==> config.mk <==
export PLATFORM = sky130hd
export DESIGN_NAME = scl_interp
export DESIGN_NICKNAME = d
export VERILOG_FILES = /design/src/rtl/scl_pkg.sv /design/src/rtl/scl_char_class.sv /design/src/rtl/scl_interp.sv
export SDC_FILE = /design/constraint.sdc
export NUM_CORES = 1
export LEC_CHECK = 0
export CAP_MARGIN = 20
export CORE_ASPECT_RATIO = 1.5
export CORE_MARGIN = 5
export CORE_UTILIZATION = 46
export DETAILED_ROUTE_END_ITERATION = 8
export DONT_BUFFER_PORTS = 1
export HOLD_SLACK_MARGIN = 0.12
export PLACE_DENSITY = 0.58
export SLEW_MARGIN = 20
export SYNTH_ARGS = -nofsm -noshare
export SYNTH_HDL_FRONTEND = slang
export SYNTH_SLANG_ARGS = --single-unit
==> constraint.sdc <==
create_clock -name clk -period 5.2 [get_ports clk]
set_input_delay 0.78 -clock clk [delete_from_list [all_inputs] [get_ports clk]]
set_output_delay 0.78 -clock clk [all_outputs]
set_load 0.02 [all_outputs]
==> src/rtl/scl_pkg.sv <==
package scl_pkg;

  // ----------------------------------------------------------------------
  // Character codes
  // ----------------------------------------------------------------------
  localparam logic [7:0] CH_SEMI  = 8'h3B;
  localparam logic [7:0] CH_COLON = 8'h3A;
  localparam logic [7:0] CH_EQ    = 8'h3D;
  localparam logic [7:0] CH_DOT   = 8'h2E;
  localparam logic [7:0] CH_OR    = 8'h7C;
  localparam logic [7:0] CH_AND   = 8'h26;
  localparam logic [7:0] CH_HASH  = 8'h23;
  localparam logic [7:0] CH_ZERO  = 8'h30;
  localparam logic [7:0] CH_ONE   = 8'h31;
  localparam logic [7:0] CH_XLOW  = 8'h78;
  localparam logic [7:0] CH_XUP   = 8'h58;
  localparam logic [7:0] CH_LF    = 8'h0A;
  localparam logic [7:0] CH_CR    = 8'h0D;

  // ----------------------------------------------------------------------
  // Field sizes and counts
  // ----------------------------------------------------------------------
  localparam int          IDX_DIGITS = 4;
  localparam int          SUB_DIGITS = 2;
  localparam int          BIT_DIGITS = 2;
  localparam int          SW_MIN     = 1;
  localparam int          SW_MAX     = 4;
  localparam logic [7:0]  SUB_DEFAULT = 8'h00;
  localparam logic [31:0] VAL_RESET   = 32'h00000000;

  // ----------------------------------------------------------------------
  // Types
  // ----------------------------------------------------------------------
  typedef enum logic [1:0] {
    OP_WRITE,
    OP_OR,
    OP_AND,
    OP_BIT
  } scl_op_t;

  typedef struct packed {
    logic [15:0] index;
    logic [7:0]  subIndex;
    logic [31:0] value;
  } scl_wr_t;

  typedef struct packed {
    logic [15:0] index;
    logic [7:0]  subIndex;
  } scl_rd_t;

endpackage

==> src/rtl/scl_char_class.sv <==
`timescale 1ns/10ps

// Classifies one ASCII character as a hex digit and a decimal digit
module scl_char_class (
  input  wire logic [7:0] ch,
  output logic            isHex,
  output logic            isDec,
  output logic [3:0]      nibble
);

  always_comb begin
    isHex  = 1'b1;
    isDec  = 1'b0;
    nibble = 4'h0;
    if (ch >= 8'h30 && ch <= 8'h39) begin
      isDec  = 1'b1;
      nibble = 4'(ch - 8'h30);
    end else if (ch >= 8'h41 && ch <= 8'h46) begin
      nibble = 4'(ch - 8'h37);
    end else if (ch >= 8'h61 && ch <= 8'h66) begin
      nibble = 4'(ch - 8'h57);
    end else begin
      isHex = 1'b0;
    end
  end

endmodule

==> src/rtl/scl_interp.sv <==
`timescale 1ns/10ps

module scl_interp (
  input  wire logic                clk,
  input  wire logic                rst_n,
  input  wire logic                cfgPresent,
  input  wire logic [7:0]          chData,
  input  wire logic                chValid,
  input  wire logic                chLast,
  input  wire logic [3:0]          dipSwitch,
  input  wire logic [31:0]         rdValue,
  output logic                     chReady,
  output logic                     cfgCreate,
  output logic                     sweepStart,
  output scl_pkg::scl_rd_t         rdReq,
  output logic                     wrValid,
  output scl_pkg::scl_wr_t         wrData,
  output logic                     modeApply,
  output logic [3:0]               modeSwitch,
  output logic                     progStart
);

  // ----------------------------------------------------------------------
  // Types and state
  // ----------------------------------------------------------------------
  typedef enum logic [3:0] {
    ST_BOOT, ST_SOL, ST_SW, ST_SWCOL, ST_IDX, ST_COLON, ST_SUB, ST_OP,
    ST_BITN, ST_BITV, ST_VAL, ST_SKIP, ST_EXEC, ST_MODE, ST_RUN
  } scl_st_t;

  scl_st_t          st_ff, nxt_st;
  logic [15:0]      idx_ff, nxt_idx;
  logic [7:0]       sub_ff, nxt_sub;
  logic [31:0]      val_ff, nxt_val;
  logic [2:0]       cnt_ff, nxt_cnt;
  logic [7:0]       bitn_ff, nxt_bitn;
  logic             bitv_ff, nxt_bitv;
  logic             hex_ff, nxt_hex;
  logic             pre_ff, nxt_pre;
  logic [3:0]       valn_ff, nxt_valn;
  logic             cond_ff, nxt_cond;
  logic             first_ff, nxt_first;
  scl_pkg::scl_op_t op_ff, nxt_op;
  logic             wrV_ff, nxt_wrV;
  scl_pkg::scl_wr_t wrD_ff, nxt_wrD;
  logic             cc_ff, nxt_cc;
  logic             sw_ff, nxt_sw;
  logic             ma_ff, nxt_ma;
  logic [3:0]       ms_ff, nxt_ms;
  logic             ps_ff, nxt_ps;
  logic             end_ff, nxt_end;
  logic             rdy_ff, nxt_rdy;

  logic             isHex;
  logic             isDec;
  logic [3:0]       nib;
  logic [31:0]      decNext;
  logic             take;
  logic             eol;

  scl_char_class u_cls (
    .ch     (chData),
    .isHex  (isHex),
    .isDec  (isDec),
    .nibble (nib)
  );

  assign take    = chValid && chReady;
  assign eol     = (chData == scl_pkg::CH_LF);
  assign decNext = 32'(val_ff * 32'h0000000A) + {28'h0000000, nib};

  // ----------------------------------------------------------------------
  // Parser next state
  // ----------------------------------------------------------------------
  always_comb begin
    nxt_st = st_ff; nxt_idx = idx_ff; nxt_sub = sub_ff; nxt_val = val_ff;
    nxt_cnt = cnt_ff; nxt_bitn = bitn_ff; nxt_bitv = bitv_ff; nxt_hex = hex_ff;
    nxt_pre = pre_ff; nxt_valn = valn_ff; nxt_cond = cond_ff;
    nxt_first = first_ff; nxt_op = op_ff;
    nxt_wrV = 1'b0; nxt_wrD = wrD_ff; nxt_cc = 1'b0; nxt_sw = 1'b0;
    nxt_ma = 1'b0; nxt_ms = ms_ff; nxt_ps = 1'b0;
    nxt_end = end_ff;
    case (st_ff)
      ST_BOOT: begin
        nxt_cc = !cfgPresent;
        nxt_sw = 1'b1;
        nxt_st = cfgPresent ? ST_SOL : ST_MODE;
      end
      ST_SOL: if (take) begin
        nxt_idx = 16'h0000; nxt_sub = scl_pkg::SUB_DEFAULT;
        nxt_val = scl_pkg::VAL_RESET; nxt_cnt = 3'd0; nxt_cond = 1'b1;
        nxt_hex = 1'b0; nxt_pre = 1'b0; nxt_valn = 4'h0; nxt_first = 1'b1;
        nxt_op = scl_pkg::OP_WRITE;
        if (chData == scl_pkg::CH_SEMI) nxt_st = ST_SKIP;
        else if (chData == scl_pkg::CH_HASH) nxt_st = ST_SW;
        else if (isHex) begin
          nxt_idx = {12'h000, nib}; nxt_cnt = 3'd1; nxt_st = ST_IDX;
        end else if (eol || chData == scl_pkg::CH_CR) nxt_st = ST_SOL;
        else nxt_st = ST_SKIP;
      end
      ST_SW: if (take) begin
        if (isDec && nib >= 4'(scl_pkg::SW_MIN) && nib <= 4'(scl_pkg::SW_MAX)) begin
          nxt_cond = dipSwitch[2'(nib - 4'h1)];
          nxt_st = ST_SWCOL;
        end else nxt_st = eol ? ST_SOL : ST_SKIP;
      end
      ST_SWCOL: if (take) nxt_st = (chData == scl_pkg::CH_COLON) ? ST_COLON :
                                   (eol ? ST_SOL : ST_SKIP);
      ST_COLON: if (take) begin
        if (isHex) begin
          nxt_idx = {12'h000, nib}; nxt_cnt = 3'd1; nxt_st = ST_IDX;
        end else nxt_st = eol ? ST_SOL : ST_SKIP;
      end
      ST_IDX: if (take) begin
        if (cnt_ff < 3'(scl_pkg::IDX_DIGITS)) begin
          if (isHex) begin
            nxt_idx = {idx_ff[11:0], nib}; nxt_cnt = 3'(cnt_ff + 3'd1);
          end else nxt_st = eol ? ST_SOL : ST_SKIP;
        end else if (chData == scl_pkg::CH_COLON) begin
          nxt_cnt = 3'd0; nxt_st = ST_SUB;
        end else begin
          nxt_cnt = 3'(scl_pkg::SUB_DIGITS);
          nxt_st = ST_OP;
          if (chData == scl_pkg::CH_EQ) begin
            nxt_op = scl_pkg::OP_WRITE; nxt_st = ST_VAL;
          end else if (chData != scl_pkg::CH_OR && chData != scl_pkg::CH_AND &&
                       chData != scl_pkg::CH_DOT) nxt_st = eol ? ST_SOL : ST_SKIP;
          else if (chData == scl_pkg::CH_DOT) begin
            nxt_cnt = 3'd0; nxt_st = ST_BITN; nxt_op = scl_pkg::OP_BIT;
          end else begin
            nxt_op = (chData == scl_pkg::CH_OR) ? scl_pkg::OP_OR : scl_pkg::OP_AND;
            nxt_pre = 1'b1;
          end
        end
      end
      ST_SUB: if (take) begin
        if (cnt_ff < 3'(scl_pkg::SUB_DIGITS) && isHex) begin
          nxt_sub = {sub_ff[3:0], nib}; nxt_cnt = 3'(cnt_ff + 3'd1);
          if (cnt_ff == 3'(scl_pkg::SUB_DIGITS - 1)) nxt_st = ST_OP;
        end else nxt_st = eol ? ST_SOL : ST_SKIP;
      end
      ST_OP: if (take) begin
        // After an operator char the = must follow directly
        if (op_ff != scl_pkg::OP_WRITE && cnt_ff == 3'(scl_pkg::SUB_DIGITS) &&
            pre_ff) begin
          nxt_st = (chData == scl_pkg::CH_EQ) ? ST_VAL : (eol ? ST_SOL : ST_SKIP);
        end else if (chData == scl_pkg::CH_EQ) begin
          nxt_op = scl_pkg::OP_WRITE; nxt_st = ST_VAL;
        end else if (chData == scl_pkg::CH_DOT) begin
          nxt_op = scl_pkg::OP_BIT; nxt_cnt = 3'd0; nxt_st = ST_BITN;
        end else if (chData == scl_pkg::CH_OR || chData == scl_pkg::CH_AND) begin
          nxt_op = (chData == scl_pkg::CH_OR) ? scl_pkg::OP_OR : scl_pkg::OP_AND;
          nxt_pre = 1'b1;
        end else nxt_st = eol ? ST_SOL : ST_SKIP;
        if (op_ff != scl_pkg::OP_WRITE && pre_ff && chData == scl_pkg::CH_EQ)
          nxt_pre = 1'b0;
      end
      ST_BITN: if (take) begin
        if (isDec && cnt_ff < 3'(scl_pkg::BIT_DIGITS)) begin
          nxt_bitn = 8'(bitn_ff * 8'h0A + {4'h0, nib});
          if (cnt_ff == 3'd0) nxt_bitn = {4'h0, nib};
          nxt_cnt = 3'(cnt_ff + 3'd1);
        end else if (cnt_ff == 3'(scl_pkg::BIT_DIGITS) && chData == scl_pkg::CH_EQ)
          nxt_st = ST_BITV;
        else nxt_st = eol ? ST_SOL : ST_SKIP;
      end
      ST_BITV: if (take) begin
        if (chData == scl_pkg::CH_ZERO || chData == scl_pkg::CH_ONE) begin
          nxt_bitv = (chData == scl_pkg::CH_ONE); nxt_valn = 4'h1;
          nxt_st = ST_VAL;
        end else nxt_st = eol ? ST_SOL : ST_SKIP;
      end
      ST_VAL: if (take) begin
        if (eol || chData == scl_pkg::CH_CR) begin
          nxt_st = (valn_ff != 4'h0 && cond_ff) ? ST_EXEC :
                   (eol ? ST_SOL : ST_SKIP);
        end else if (op_ff == scl_pkg::OP_BIT) nxt_st = ST_SKIP;
        else if (first_ff && chData == scl_pkg::CH_ZERO && !hex_ff) begin
          nxt_first = 1'b0; nxt_valn = 4'h1; nxt_val = scl_pkg::VAL_RESET;
        end else if (valn_ff == 4'h1 && val_ff == 32'h0 && !hex_ff && !first_ff &&
                     (chData == scl_pkg::CH_XLOW || chData == scl_pkg::CH_XUP)) begin
          nxt_hex = 1'b1; nxt_valn = 4'h0;
        end else if (hex_ff && isHex) begin
          nxt_val = {val_ff[27:0], nib}; nxt_valn = 4'h1;
        end else if (!hex_ff && isDec) begin
          nxt_val = decNext; nxt_valn = 4'h1; nxt_first = 1'b0;
        end else nxt_st = ST_SKIP;
      end
      ST_EXEC: begin
        // One write per executed line, in file order, unchecked
        nxt_wrV = 1'b1;
        nxt_wrD.index = idx_ff; nxt_wrD.subIndex = sub_ff;
        case (op_ff)
          scl_pkg::OP_OR:  nxt_wrD.value = rdValue | val_ff;
          scl_pkg::OP_AND: nxt_wrD.value = rdValue & val_ff;
          scl_pkg::OP_BIT: begin
            nxt_wrD.value = rdValue;
            nxt_wrD.value[bitn_ff[4:0]] = bitv_ff;
          end
          default: nxt_wrD.value = val_ff;
        endcase
        nxt_st = end_ff ? ST_MODE : ST_SOL;
      end
      ST_SKIP: if (take && eol) nxt_st = ST_SOL;
      ST_MODE: begin
        nxt_ma = 1'b1; nxt_ms = dipSwitch;
        nxt_st = ST_RUN;
      end
      ST_RUN: nxt_ps = 1'b1;
      default: nxt_st = ST_BOOT;
    endcase
    // A final character that completes a value still executes its line
    if (take && chLast && nxt_st == ST_VAL && nxt_valn != 4'h0 && cond_ff)
      nxt_st = ST_EXEC;
    if (take && chLast) nxt_end = 1'b1;
    if (take && chLast && nxt_st != ST_EXEC && st_ff != ST_EXEC) nxt_st = ST_MODE;
    nxt_rdy = (nxt_st != ST_BOOT && nxt_st != ST_EXEC &&
               nxt_st != ST_MODE && nxt_st != ST_RUN);
  end

  // ----------------------------------------------------------------------
  // Registers
  // ----------------------------------------------------------------------
  always_ff @(posedge clk or negedge rst_n) begin
    if (!rst_n) begin
      st_ff <= ST_BOOT; idx_ff <= 16'h0000; sub_ff <= 8'h00; val_ff <= 32'h0;
      cnt_ff <= 3'd0; bitn_ff <= 8'h00; bitv_ff <= 1'b0; hex_ff <= 1'b0;
      pre_ff <= 1'b0; valn_ff <= 4'h0; cond_ff <= 1'b1; first_ff <= 1'b1;
      op_ff <= scl_pkg::OP_WRITE; wrV_ff <= 1'b0; wrD_ff <= '0; cc_ff <= 1'b0;
      sw_ff <= 1'b0; ma_ff <= 1'b0; ms_ff <= 4'h0; ps_ff <= 1'b0;
      end_ff <= 1'b0;
    end else begin
      st_ff <= nxt_st; idx_ff <= nxt_idx; sub_ff <= nxt_sub; val_ff <= nxt_val;
      cnt_ff <= nxt_cnt; bitn_ff <= nxt_bitn; bitv_ff <= nxt_bitv; hex_ff <= nxt_hex;
      pre_ff <= nxt_pre; valn_ff <= nxt_valn; cond_ff <= nxt_cond;
      first_ff <= nxt_first; op_ff <= nxt_op; wrV_ff <= nxt_wrV; wrD_ff <= nxt_wrD;
      cc_ff <= nxt_cc; sw_ff <= nxt_sw; ma_ff <= nxt_ma; ms_ff <= nxt_ms;
      ps_ff <= nxt_ps; end_ff <= nxt_end;
    end
  end

  // ----------------------------------------------------------------------
  // Outputs
  // ----------------------------------------------------------------------
  always_ff @(posedge clk or negedge rst_n) begin
    if (!rst_n) rdy_ff <= 1'b0;
    else rdy_ff <= nxt_rdy;
  end

  assign chReady    = rdy_ff;
  assign cfgCreate  = cc_ff;
  assign sweepStart = sw_ff;
  assign rdReq      = '{index: idx_ff, subIndex: sub_ff};
  assign wrValid    = wrV_ff;
  assign wrData     = wrD_ff;
  assign modeApply  = ma_ff;
  assign modeSwitch = ms_ff;
  assign progStart  = ps_ff;
endmodule

# Word-level counts from Yosys, hierarchy flattened
# Index checks and enable logic that the tools add are counted.
totals:
  word_cells: 361
  inputBits: 49
  register_bits: 149
  out_inout_bits: 90
classes:
  n_eq_ne: 79
  n_reduce_logical: 66
  mux: 168
  n_bitwise: 2
  addsub: 7
  mul: 2
  n_lt_le_gt_ge: 13
op_table:
  columns: ["cell", "count"]
  rows:
  - ["$mux 32", 8]
  - ["$mux 4", 62]
  - ["$mux 16", 6]
  - ["$pmux 32 s3", 1]
  - ["$eq 8x6->1 const B", 8]
  - ["$pmux 32 s2", 1]
  - ["$pmux 4 s15", 1]
  - ["$ne 2x2->1 const B", 26]
  - ["$pmux 16 s3", 1]
  - ["$mux 1", 42]
  - ["$mux 3", 14]
  - ["$logic_and 1x1->1", 35]
  - ["$mux 2", 17]
  - ["$add 32x4->32", 1]
  - ["$and 32x32->32", 1]
  - ["$bwmux 32", 1]
  - ["$eq 4x4->1 const B", 8]
  - ["$logic_not 32->1", 1]
  - ["$mul 32x3->31 const B", 1]
  - ["$mux 8", 4]
  - ["$or 32x32->32", 1]
  - ["$ne 4x4->1 const B", 7]
  - ["$ne 3x3->1 const B", 9]
  - ["$eq 8x7->1 const B", 3]
  - ["other kinds (50)", 78]

# Depth between registers and ports, before layout
# Gate-level depths: netlist of the first run.
logic_depth:
  word_depth: 26
  mapped_depth: 21
  depth_no_buf: 19

# Cells and area by module
# A second synthesis of the first run with hierarchy kept.
hier_totals:
  hier_cells: 1391
  area_unflattened_um2: 11711.2
by_module_without_submodules:
  columns: ["mod", "seq_area_each_um2", "n_inst", "cells_each", "area_each_um2"]
  rows:
  - ["scl_interp", 3656.0, 1, 1365, 11496.0]
  - ["scl_char_class", 0.0, 1, 26, 215.2]

# Worst setup path before layout of the first run
# Ideal clock, no wire load.
synth_path:
  path_type: "input to register"
  start: "input chData[4]"
  end: "register val_ff[31]"
  stages: 20
  arrival_time_ps: 4940
  n_path_buf: 3
  required_ps: 5114
  setup_time_ps: 86
  path_slack_ps: 174
  path_cell_list: "clkbuf_1 > and4bb_2 > a21boi_0 > clkbuf_1 > a22oi_1 > inv_1 > ha_1 > inv_1 > fa_1 > nor2b_1 > o21ai_0 > nor3_1 > o221ai_1 > nor4_4 > nand4_2 > or3_1 > buf_6 > nor4_4 > xnor3_1 > o221ai_2"
synth_between:
  elab_chain_len: 14
  word_cells_on_any_way: 41
  cone_classes: "1 x add/sub; 6 x order compare; 8 x eq/ne; 15 x mux; 11 x reduce/logical"
synth_rtl:
  columns: ["element", "line_no", "source"]
  rows:
  - ["start: declaration", "scl_interp.sv:7", "input wire logic [7:0] chData,"]
  - ["$ge 8x7->1 / $le 8x7->1 (equally long branches)", "scl_char_class.sv:20", "end else if (ch >= 8'h61 && ch <= 8'h66) begin"]
  - ["$logic_and 1x1->1", "scl_char_class.sv:20", null]
  - ["$mux 4", "scl_char_class.sv:20", null]
  - ["$mux 4", "scl_char_class.sv:18", "end else if (ch >= 8'h41 && ch <= 8'h46) begin"]
  - ["$mux 4", "scl_char_class.sv:15", "if (ch >= 8'h30 && ch <= 8'h39) begin"]
  - ["$add 32x4->32", "scl_interp.sv:70", "assign decNext = 32'(val_ff * 32'h0000000A) + {28'h0000000, nib};"]
  - ["$mux 32", "scl_interp.sv:185", "end else if (!hex_ff && isDec) begin"]
  - ["$mux 32", "scl_interp.sv:183", "end else if (hex_ff && isHex) begin"]
  - ["$mux 32", "scl_interp.sv:180", "end else if (valn_ff == 4'h1 && val_ff == 32'h0 && !hex_ff && !first_ff &&"]
  - ["$mux 32", "scl_interp.sv:178", "else if (first_ff && chData == scl_pkg::CH_ZERO && !hex_ff) begin"]
  - ["$mux 32", "scl_interp.sv:177", "end else if (op_ff == scl_pkg::OP_BIT) nxt_st = ST_SKIP;"]
  - ["$mux 32", "scl_interp.sv:174", "if (eol || chData == scl_pkg::CH_CR) begin"]
  - ["$mux 32", "scl_interp.sv:173", "ST_VAL: if (take) begin"]
  - ["$pmux 32 s2", "scl_interp.sv:83", "case (st_ff)"]
  - ["end signal: assignment", "scl_interp.sv:233", "st_ff <= nxt_st; idx_ff <= nxt_idx; sub_ff <= nxt_sub; val_ff <= nxt_val;"]
  - ["end: declaration", "scl_interp.sv:34", "logic [31:0] val_ff, nxt_val;"]
# Several ways; a longest one is shown, not always the timed one. The select of a mux whose other input is x is not followed.
# A chain may end at the register's enable or synchronous reset.

# Worst setup path after layout of the first run
layout_path:
  start: "input chData[1]"
  end: "register val_ff[30]"
# The elaborated chain is that of the path after synthesis.

==> summary by stage, run 1 <==
Critical path
For the worst setup path, the data required time is approximately 5.5 ns. The worst register-to-register path ends at val_ff[31]$_DFFE_PN0P_. Along the worst path, the maximum fanout reaches 8. The worst setup path is launched from an input port. The startpoint identified for the worst register-to-register timing path is val_ff[1]$_DFFE_PN0P_. STA puts the critical path data arrival time at approximately 5 ns.

The capturing element type of the critical path is a flip-flop. The count of cells along the worst register-to-register path is 14. The setup path with the least slack is of type input port to flip-flop. In this run the register-to-register setup slack is around 0.9 ns.

Synth
After synthesis the cells add up to 11,500 um2. The number of cells produced by synthesis is ~1,400. The area share of the leading cell type in the synthesized netlist is 31.4%.

After synthesis, the cell types taking the most area are sky130_fd_sc_hd__dfrtp_1, sky130_fd_sc_hd__ha_1, sky130_fd_sc_hd__nand2_1, sky130_fd_sc_hd__a21oi_1, sky130_fd_sc_hd__nor2_1. Each instance of the synthesized netlist takes up on average 8.11 um2. Counting flops and latches in the post-synthesis netlist gives between 100 and 150. Among all flip-flop cells after synthesis, the most frequent one is sky130_fd_sc_hd__dfrtp_1.

The Yosys step of the flow raised 0 warnings. The post-synthesis cell type count is 95. Sorting the synthesized cells by how often they occur yields sky130_fd_sc_hd__nand2_1, sky130_fd_sc_hd__dfrtp_1, sky130_fd_sc_hd__nor2_1. Summed over all instances, the cell type with the most area after synthesis is sky130_fd_sc_hd__dfrtp_1.

The fraction of registers with async set/reset is 100%. The number of synthesized flops with an enable pin is 0. Sequential cells were found to cover 31.8% of the synthesized design area.

When the netlist entered floorplanning its net count stood at 1,542. The most common cell in the synthesized netlist is sky130_fd_sc_hd__nand2_1.

Global route
The layer flagged by global routing as most heavily used is met2. For this run the aggregate overflow at the end of global routing stands at 0. In the global route stage, met2 resource usage came out at slightly above 50%. For this run, global-route usage on met3 was measured as between 3 and 4%. The overall track demand over capacity in global routing is 27.1%. For this run, global-route usage on met1 was measured as between 30% and 40%. The first global-routing pass estimated a little over 60,000 um of wire. The initial antenna violation count came to 0. The number of global-route vias before repair is 10,600. The pin count of the biggest net entering global routing is between 100 and 150.

STA
The pin slew with the least headroom to its limit is 0.990 ns. Static timing analysis puts the maximum clock frequency at roughly 220 MHz. Adding up every negative setup slack in the final design gives 0 ns.

The post-layout worst setup margin is 0.591 ns. The number of max-slew violations in the final report is 0. The final number of setup-violating endpoints is 0. Setup repair after global routing left no endpoint under its margin. Dividing the final minimum period by the clock period gives between 80% and 90%.

In this run the tightest slew margin relative to its limit is 33.8%. The worst clock skew on the final layout is between 0.01 and 0.015 ns. The final hold violation count is 0. Subtracting the final worst setup slack from the clock period gives 4.61 ns.

Place
After legalization and detailed placement, the total HPWL measured 28,600 um. The final weighted congestion in routability-driven placement is 0.969. The worst slack after detailed placement is 0.126 ns. Port buffering added 0 buffers.

Layout
The post-route netlist has 7.78% of its cells at a drive strength greater than 1. The number of fillers in the final layout is 2,409. Relative to the synthesized area, the layout overhead comes to 7.61%.

The antenna cell count is 0. The net count of the finished layout is 1,501.

CTS
The total clock buffers created by CTS is 17. Clock-pin slew was measured on the worst setup and hold paths at 0.07 ns. The buffer depth of the longest clock path is 2. The total number of H-tree levels is 4. TritonCTS built the clock tree.

Post-CTS timing repair inserted 0 buffers for setup. For the worst-skew pair, the clock arrives at the later sink with an insertion delay of 0.44 ns. The clock drives 146 sinks. The cell at the root of the clock tree is sky130_fd_sc_hd__clkbuf_16.

Floorplan
After floorplanning, the core was sized to cover 24,500 um2. The die covers 28,300 um2. The horizontal die dimension is 139 um. The number of top-level pins is 139. In this run the core area contains 70 standard-cell rows. The vertical die dimension is 204 um. The initial cell density of the core is 46.8%.

Drt
In the final routed layout, each cell accounts on average for 22.7 um. Summed over all layers, the routed wires come to a little under 40,000 um. The number of vias per cell after detailed routing is between 6 and 7. The number of iterations in the first detailed-routing pass is 5.

After detailed routing, the number of remaining DRC violations is 0. After the first detailed-routing iteration, the DRC count stood at 968. The count of nets left with antenna violations once routing finished came out at 0.

The total via count after detailed routing is 10,800.

Power and ir drop
The switching power as a share of total power is 42.5%. The share of power burned in the clock network is 32.9%. Registers are responsible for 37.6% of the overall power.

In this run, the combinational gates consume 29.5% of the power. The total chip power is 3870 uW. The power dissipated by switching net loads is 1650 uW. The power density normalized to cell area is 313 nW/um2. The internal power of the cells totals 2230 uW. VDD sags by at most roughly 0.26 mV. The leakage power figure is roughly 0.0056 uW.

Run
Across the run, the number of max-cap violations was 0.

Run status
The run finished with clean final reports.

Min path
The path category of the worst min-delay check is input port to async pin.
-- worst max-delay path: stages --
cell                       delay (ns)
sky130_fd_sc_hd__inv_1           0.05
sky130_fd_sc_hd__ha_1            0.28
sky130_fd_sc_hd__nor3b_1         0.20
sky130_fd_sc_hd__and4bb_2        0.30
sky130_fd_sc_hd__or2_2           0.30
sky130_fd_sc_hd__nand2_1         0.20
sky130_fd_sc_hd__inv_1           0.13
sky130_fd_sc_hd__ha_1            0.29
sky130_fd_sc_hd__a21o_1          0.10
sky130_fd_sc_hd__a21oi_1         0.10
sky130_fd_sc_hd__nor4b_1         0.53
sky130_fd_sc_hd__nand4_1         0.23
sky130_fd_sc_hd__nor4_2          0.27
sky130_fd_sc_hd__nand4_1         0.21
sky130_fd_sc_hd__or3_1           0.43
sky130_fd_sc_hd__nor3_1          0.21
sky130_fd_sc_hd__xor2_1          0.16
sky130_fd_sc_hd__o221ai_1        0.12
-- worst max-delay path by stage --
stage                     startpoint                      to  slack, ns
final                      chData[1]  val_ff[30]$_DFFE_PN0P_       0.59
after global routing       chData[1]  val_ff[31]$_DFFE_PN0P_       0.21
after CTS                  chData[1]  val_ff[30]$_DFFE_PN0P_       0.58
after detailed placement   chData[1]  val_ff[30]$_DFFE_PN0P_       0.13
after global placement     chData[1]  val_ff[30]$_DFFE_PN0P_       0.27
after floorplan            chData[4]  val_ff[31]$_DFFE_PN0P_       0.17
-- cell families (layout without fill, tap and decap cells) --
group | after synthesis | in the layout | share of synthesized area, %
flops | 146 | 146 | 31.8
compound gates | 429 | 429 | 25.8
mux | 10 | 10 | 1.03
fa+ha+maj | 77 | 77 | 8.58
simple gates | 594 | 594 | 24.8
xor+xnor | 53 | 53 | 4.16
buf+inv | 107 | 79 | 3.81
-- layer usage --
metal | wire length, um | vias up
met5 | 0 | -
met4 | 1760 | 0
met3 | 2190 | 108
met2 | 20400 | 370
met1 | 14500 | 5233
li1 | - | 5111
-- state kept, by name, indices dropped and copies added, names as in the netlist, 2 cells and up --
name and flops:
modeSwitch 4, val_ff 32, sub_ff 8, op_ff 2, cnt_ff 3, wrData 56, valn_ff 4, st_ff 4
bitn_ff 5, idx_ff 16
-- cell type report --
class	instances	area, um2	share of cell area (%)
multi-input combinational	1163	7420	60.0
sequential	146	3660	29.6
clock buffer	17	425	3.44
tap	324	405	3.28
clock inverter	15	178	1.44
timing repair buffer	21	178	1.44
inverter	26	97.6	0.789
-- layout by cell type (no fill, tap or decap), drive strengths merged, types with 6 or more instances in the layout --
master,Yosys,routed
nand2b,39,39
and2,6,6
a21boi,6,6
a2111oi,34,34
clkinv,1,6
xor2,18,18
o41ai,6,6
inv,25,34
nand3,30,30
o31ai,19,19
clkbuf,72,17
or3,9,9
nor4,14,14
o2111ai,6,6
or2,7,7
ha,74,74
xnor2,34,34
nand4,11,11
nor3,57,57
nand2,231,231
a211oi,7,7
a21o,48,48
o22ai,36,36
a31oi,11,11
nor2,128,128
dfrtp,144,144
o221ai,11,11
nand3b,6,6
o21ai,84,84
nor2b,13,13
o211ai,9,9
a21oi,104,104
and3,17,17
nor3b,7,7
buf,8,21
-- through the flow --
step / utilization [%] / area (um2) / hold slack [ns] / cells
after floorplan: - / 11500 / 0.429 / 1416
after global placement: 47.8 / 11700 / 0.449 / 1679
after detailed placement: 47.8 / 11700 / 0.459 / 1679
after CTS: 50.4 / 12400 / 0.159 / 1712
after global routing: 50.4 / 12400 / 0.159 / 1712
final: 50.4 / 12400 / 0.175 / 1712
-- power groups by stage --
stage | Combinational, uW | Clock (uW) | Sequential (uW)
after floorplan | 856 | 0 | 1380
after global placement | 1090 | 0 | 1480
after detailed placement | 1090 | 0 | 1480
after CTS | 1120 | 1300 | 1460
after global routing | 1260 | 1340 | 1480
final | 1140 | 1280 | 1460
-- repair_timing --
action | in CTS | in global routing
gates resized for setup | 0 | 0
hold buffers | 1 | 0
endpoints found under the hold margin | 144 | 0
Power figures use the tool's default switching activity.
==> inputs of run 2 (changes only) <==
--- a/config.mk
+++ b/config.mk
@@ -7,7 +7,7 @@
 export LEC_CHECK = 0
 export CAP_MARGIN = 20
 export CORE_ASPECT_RATIO = 1.5
-export CORE_MARGIN = 5
+export CORE_MARGIN = 2
 export CORE_UTILIZATION = 46
 export DETAILED_ROUTE_END_ITERATION = 8
 export DONT_BUFFER_PORTS = 1
@@ -16,4 +16,5 @@
 export SLEW_MARGIN = 20
 export SYNTH_ARGS = -nofsm -noshare
 export SYNTH_HDL_FRONTEND = slang
+export SYNTH_HIERARCHICAL = 1
 export SYNTH_SLANG_ARGS = --single-unit
==> summary by stage, run 2 <==
Global route
The pin count of the biggest net entering global routing is 145 (unchanged). The wire length of the first global-routing pass is 60,100 um (-1.6%). The number of global-route vias before repair is 10,700 (+1.3%).

The initial antenna violation count is 1 (+1). The overall track demand over capacity in global routing is 29.1% (+2.0 points). The aggregate global routing overflow is 0 (unchanged).

Place
The worst slack after detailed placement was 0.921 ns (+0.795 ns). The port buffer count is 0 (unchanged). The final weighted congestion in routability-driven placement came to 0.967 (-0.29%).

The post-placement cell area is 11,900 um2 (+1.4%). The placed wire-length estimate after detailed placement is 28,700 um (+0.49%).

Critical path
The maximum fanout count along the critical path is 8 (unchanged). Broken down by cell family, the worst path's largest delay share belongs to simple AND/OR/NAND/NOR gates. The signal on the critical path passes through ha_1 > ha_1 > inv_1 > fa_1 > nand2b_1 > a21o_1 > a21o_1 > nor3b_1 > a2111oi_4 > nand4_1 > nor3_4 > nand4bb_1 > xor2_1 > a31o_1. The class of the most critical setup path is flip-flop to flip-flop. The data arrival time of the critical path is 4.58 ns (-0.31 ns).

The beginning of the critical path is val_ff[1]$_DFFE_PN0P_. The highest-delay cell along the critical path is sky130_fd_sc_hd__dfrtp_1. The longest individual stage delay on the worst path was 0.54 ns (about the same). The worst setup path is captured at a flip-flop. The nature of the critical path startpoint is a flip-flop. The endpoint required time on the critical path was 5.53 ns (+0.05 ns).

The startpoint of the lowest-slack register-to-register path is val_ff[1]$_DFFE_PN0P_. The worst reg-to-reg setup slack is 0.96 ns (+0.05 ns). The total buffers and inverters traversed by the critical path was 1 (-1).

Power and ir drop
The internal power of the cells came to 2440 uW (+9.6%). The power density normalized to cell area is 339 nW/um2 (+8.3%). The leakage power figure is 0.00540 uW (-3.0%). The switching power as a share of total power came to 42.4% (-0.095 points).

The power dissipated by switching net loads is 1800 uW (+9.1%). The portion of total power attributed to combinational logic is 30.8% (+1.3 points). The worst IR drop on VDD is 0.230 mV (-12%). The fraction of power consumed by sequential logic is 41.0% (+3.4 points). The share of power burned in the clock network is 28.2% (-4.7 points).

STA
The total negative slack is 0 ns (unchanged). The fmax is 236 MHz (+8.6%). The headroom to the max-slew limit was 24.2% (-9.6 points). The pin slew with the least headroom to its limit came to 1.11 ns (+0.118 ns). The post-layout worst setup margin is 0.958 ns (+0.367 ns). The final number of setup-violating endpoints is 0 (unchanged).

The final hold violation count is 0 (unchanged). Setup repair after global routing left no endpoint under its margin. The number of max-slew violations in the final report was 0 (unchanged).

The final worst-path cycle share is 81.6% (-7.1 points). The worst clock skew on the final layout is 0.00945 ns (-0.00147 ns). The clock period minus final worst setup slack is 4.24 ns (-0.367 ns).

Synth
The average cell area after synthesis is 8.42 um2 (+3.8%). The cell accounting for the most synthesized area is sky130_fd_sc_hd__dfrtp_1. The area of the mapped netlist is 11,700 um2 (+1.9%).

The fraction of registers with async set/reset is 100% (unchanged). The total of warnings raised by yosys was 6 (+6). In the post-synthesis netlist, the biggest area contributors are sky130_fd_sc_hd__dfrtp_1, sky130_fd_sc_hd__ha_1, sky130_fd_sc_hd__nand2_1, sky130_fd_sc_hd__a21oi_1, sky130_fd_sc_hd__nor2_1.

The sequential share of the synthesized area is 31.2% (-0.61 points). The commonest cells after synthesis are sky130_fd_sc_hd__dfrtp_1, sky130_fd_sc_hd__nand2_1, sky130_fd_sc_hd__nor2_1. The number of synthesized flops with an enable pin is 0 (unchanged). The net count after synthesis is 1,515 (-1.8%). The predominant post-synthesis flop cell is sky130_fd_sc_hd__dfrtp_1. The post-synthesis register bit count came to 146 (unchanged). The post-synthesis cell type count came to 101 (+6.3%). The number of cells produced by synthesis is 1,391 (-1.8%). The area share of the leading cell type in the synthesized netlist is 30.8% (-0.60 points).

The most common cell in the synthesized netlist is sky130_fd_sc_hd__dfrtp_1.

Layout
The antenna cell count was 0 (unchanged). Compared with the post-synthesis result, the final layout area differs by 6.60%. The final non-filler cell area is 12,500 um2 (+0.98%). The number of fillers in the final layout is 2,453 (+1.8%).

The register area is 3660 um2 (unchanged). The area of the multi-input gates is 7570 um2 (+2.0%). The final-stage net count was 1,466 (-2.3%). The top cell types in the final layout, fill and taps aside, are sky130_fd_sc_hd__dfrtp_1, sky130_fd_sc_hd__nand2_1, sky130_fd_sc_hd__nor2_1.

The number of flip-flops in the largest register is 56 (unchanged). The final design utilization is 49.8% (-0.58 points). The fraction of layout cells with a size suffix above 1 is 9.30% (+1.5 points).

The leading cell type in the layout, fill and taps excluded is sky130_fd_sc_hd__dfrtp_1.

Drt
The final antenna-violating net count came to 0 (unchanged). The remaining routing DRC violations is 0 (unchanged). The number of iterations in the first detailed-routing pass is 5 (unchanged). The total via count after detailed routing is 10,800 (+0.018%). The violation count after the first detailed-route iteration is 781 (-19%).

The number of vias per cell after detailed routing was 6.43 (+1.7%). The routed wire length is 38,500 um (-1.1%). The wire length per cell after detailed routing is 22.9 um (+0.61%).

Run status
The flow ran to the end, and the final reports show no timing, DRC or antenna violations.

Min path
The tightest min-delay check is of the input port to async pin type.

Floorplan
The vertical die dimension is 199 um (-2.0%). The area of the placeable core was 25,100 um2 (+2.2%). The placement row count was 71 (+1.4%). The horizontal die dimension is 134 um (-3.4%). The floorplan die area is 26,800 um2 (-5.4%). The number of top-level pins is 139 (unchanged). The initial cell density of the core is 46.7% (-0.098 points).

CTS
The clock latency at the later pin of the worst-skew pair is 0.45 ns (about the same). The buffer count from post-CTS setup fixing is 0 (unchanged). The clock tree from TritonCTS is built. The total clock buffers created by CTS came to 17 (unchanged). The number of hold buffers added after CTS is 1 (unchanged).

The total number of H-tree levels is 4 (unchanged). The clock input transition at the sequential cells of the worst setup and hold paths is 0.07 ns (about the same). The number of sinks on the clock net is 146 (unchanged). The cell at the root of the clock tree is sky130_fd_sc_hd__clkbuf_16.

The buffer depth of the longest clock path is 2 (unchanged). The quantity of gates resized following cts came to 0 (unchanged).

Run
The number of violations of the max-capacitance limit is 0 (unchanged).
run 2: cell count changes after synthesis, moves of 10 or more:
cell | before | now
sky130_fd_sc_hd__a22o_1 | 3 | 19
sky130_fd_sc_hd__and3_1 | 15 | 4
sky130_fd_sc_hd__mux2_2 | 5 | 30
sky130_fd_sc_hd__nand2_1 | 231 | 134
sky130_fd_sc_hd__nand2b_1 | 39 | 54
sky130_fd_sc_hd__nand3_1 | 29 | 39
sky130_fd_sc_hd__nor2_1 | 127 | 115
run 2: power groups by stage:
stage          logic, uW  clock network (uW)  registers, uW
3_5_place_dp        1260                   0           1750
4_1_cts             1290                1220           1730
6_report            1310                1200           1740
3_3_place_gp        1240                   0           1760
2_1_floorplan        993                   0           1630
5_1_grt             1430                1260           1760
run 2: kinds of logic after synthesis:
group | after synthesis | synth area share, %
simple gates | 525 | 23.5
flops | 146 | 31.2
compound gates | 436 | 25.4
xor+xnor | 51 | 3.93
mux | 37 | 3.48
buf+inv | 121 | 4.26
fa+ha+maj | 75 | 8.21
run 2: layout make-up:
| type | count | area share (%) |
|---|---|---|
| Tap cell | 328 | 3.29 |
| Inverter | 35 | 1.05 |
| Sequential cell | 146 | 29.3 |
| Timing Repair Buffer | 18 | 1.24 |
| Clock buffer | 18 | 3.52 |
| Multi-Input combinational cell | 1124 | 60.6 |
| Clock inverter | 14 | 0.972 |
run 2: per-layer routing:
metal | vias up | share of wire (%) | global-route usage [%]
li1 | 5084 | - | -
met1 | 5219 | 37 | 30.9
met2 | 396 | 52 | 53.4
met3 | 125 | 5.2 | 5.10
met4 | 0 | 5.8 | 17.0
met5 | - | 0 | 0
run 2: per-stage QoR:
step                power [uW]  cells  hold slack (ns)
finish                    4240   1683            0.176
global route              4450   1683            0.159
CTS                       4240   1683            0.155
detailed placement        3010   1650            0.458
global placement          3000   1650            0.446
floorplan                 2620   1391            0.429
run 2: path summary, 6_finish.rpt:
kind,end,cells after the start
worst max register to register,val_ff[30]$_DFFE_PN0P_,14
worst max-delay path,val_ff[30]$_DFFE_PN0P_,14
min in group clk,cfgCreate$_DFF_PN0_,1
worst min register to register,end_ff$_DFFE_PN0P_,1
max in group asynchronous,op_ff[1]$_DFFE_PN0P_,1
worst min-delay path,first_ff$_DFFE_PN1P_,0
run 2: worst reg2reg max path, stage by stage (launching register included):
cell                        delay [ns]
sky130_fd_sc_hd__dfrtp_1          0.54
sky130_fd_sc_hd__ha_1             0.37
sky130_fd_sc_hd__ha_1             0.20
sky130_fd_sc_hd__inv_1            0.07
sky130_fd_sc_hd__fa_1             0.40
sky130_fd_sc_hd__nand2b_1         0.20
sky130_fd_sc_hd__a21o_1           0.27
sky130_fd_sc_hd__a21o_1           0.26
sky130_fd_sc_hd__nor3b_1          0.18
sky130_fd_sc_hd__a2111oi_4        0.40
sky130_fd_sc_hd__nand4_1          0.39
sky130_fd_sc_hd__nor3_4           0.33
sky130_fd_sc_hd__nand4bb_1        0.15
sky130_fd_sc_hd__xor2_1           0.16
sky130_fd_sc_hd__a31o_1           0.22
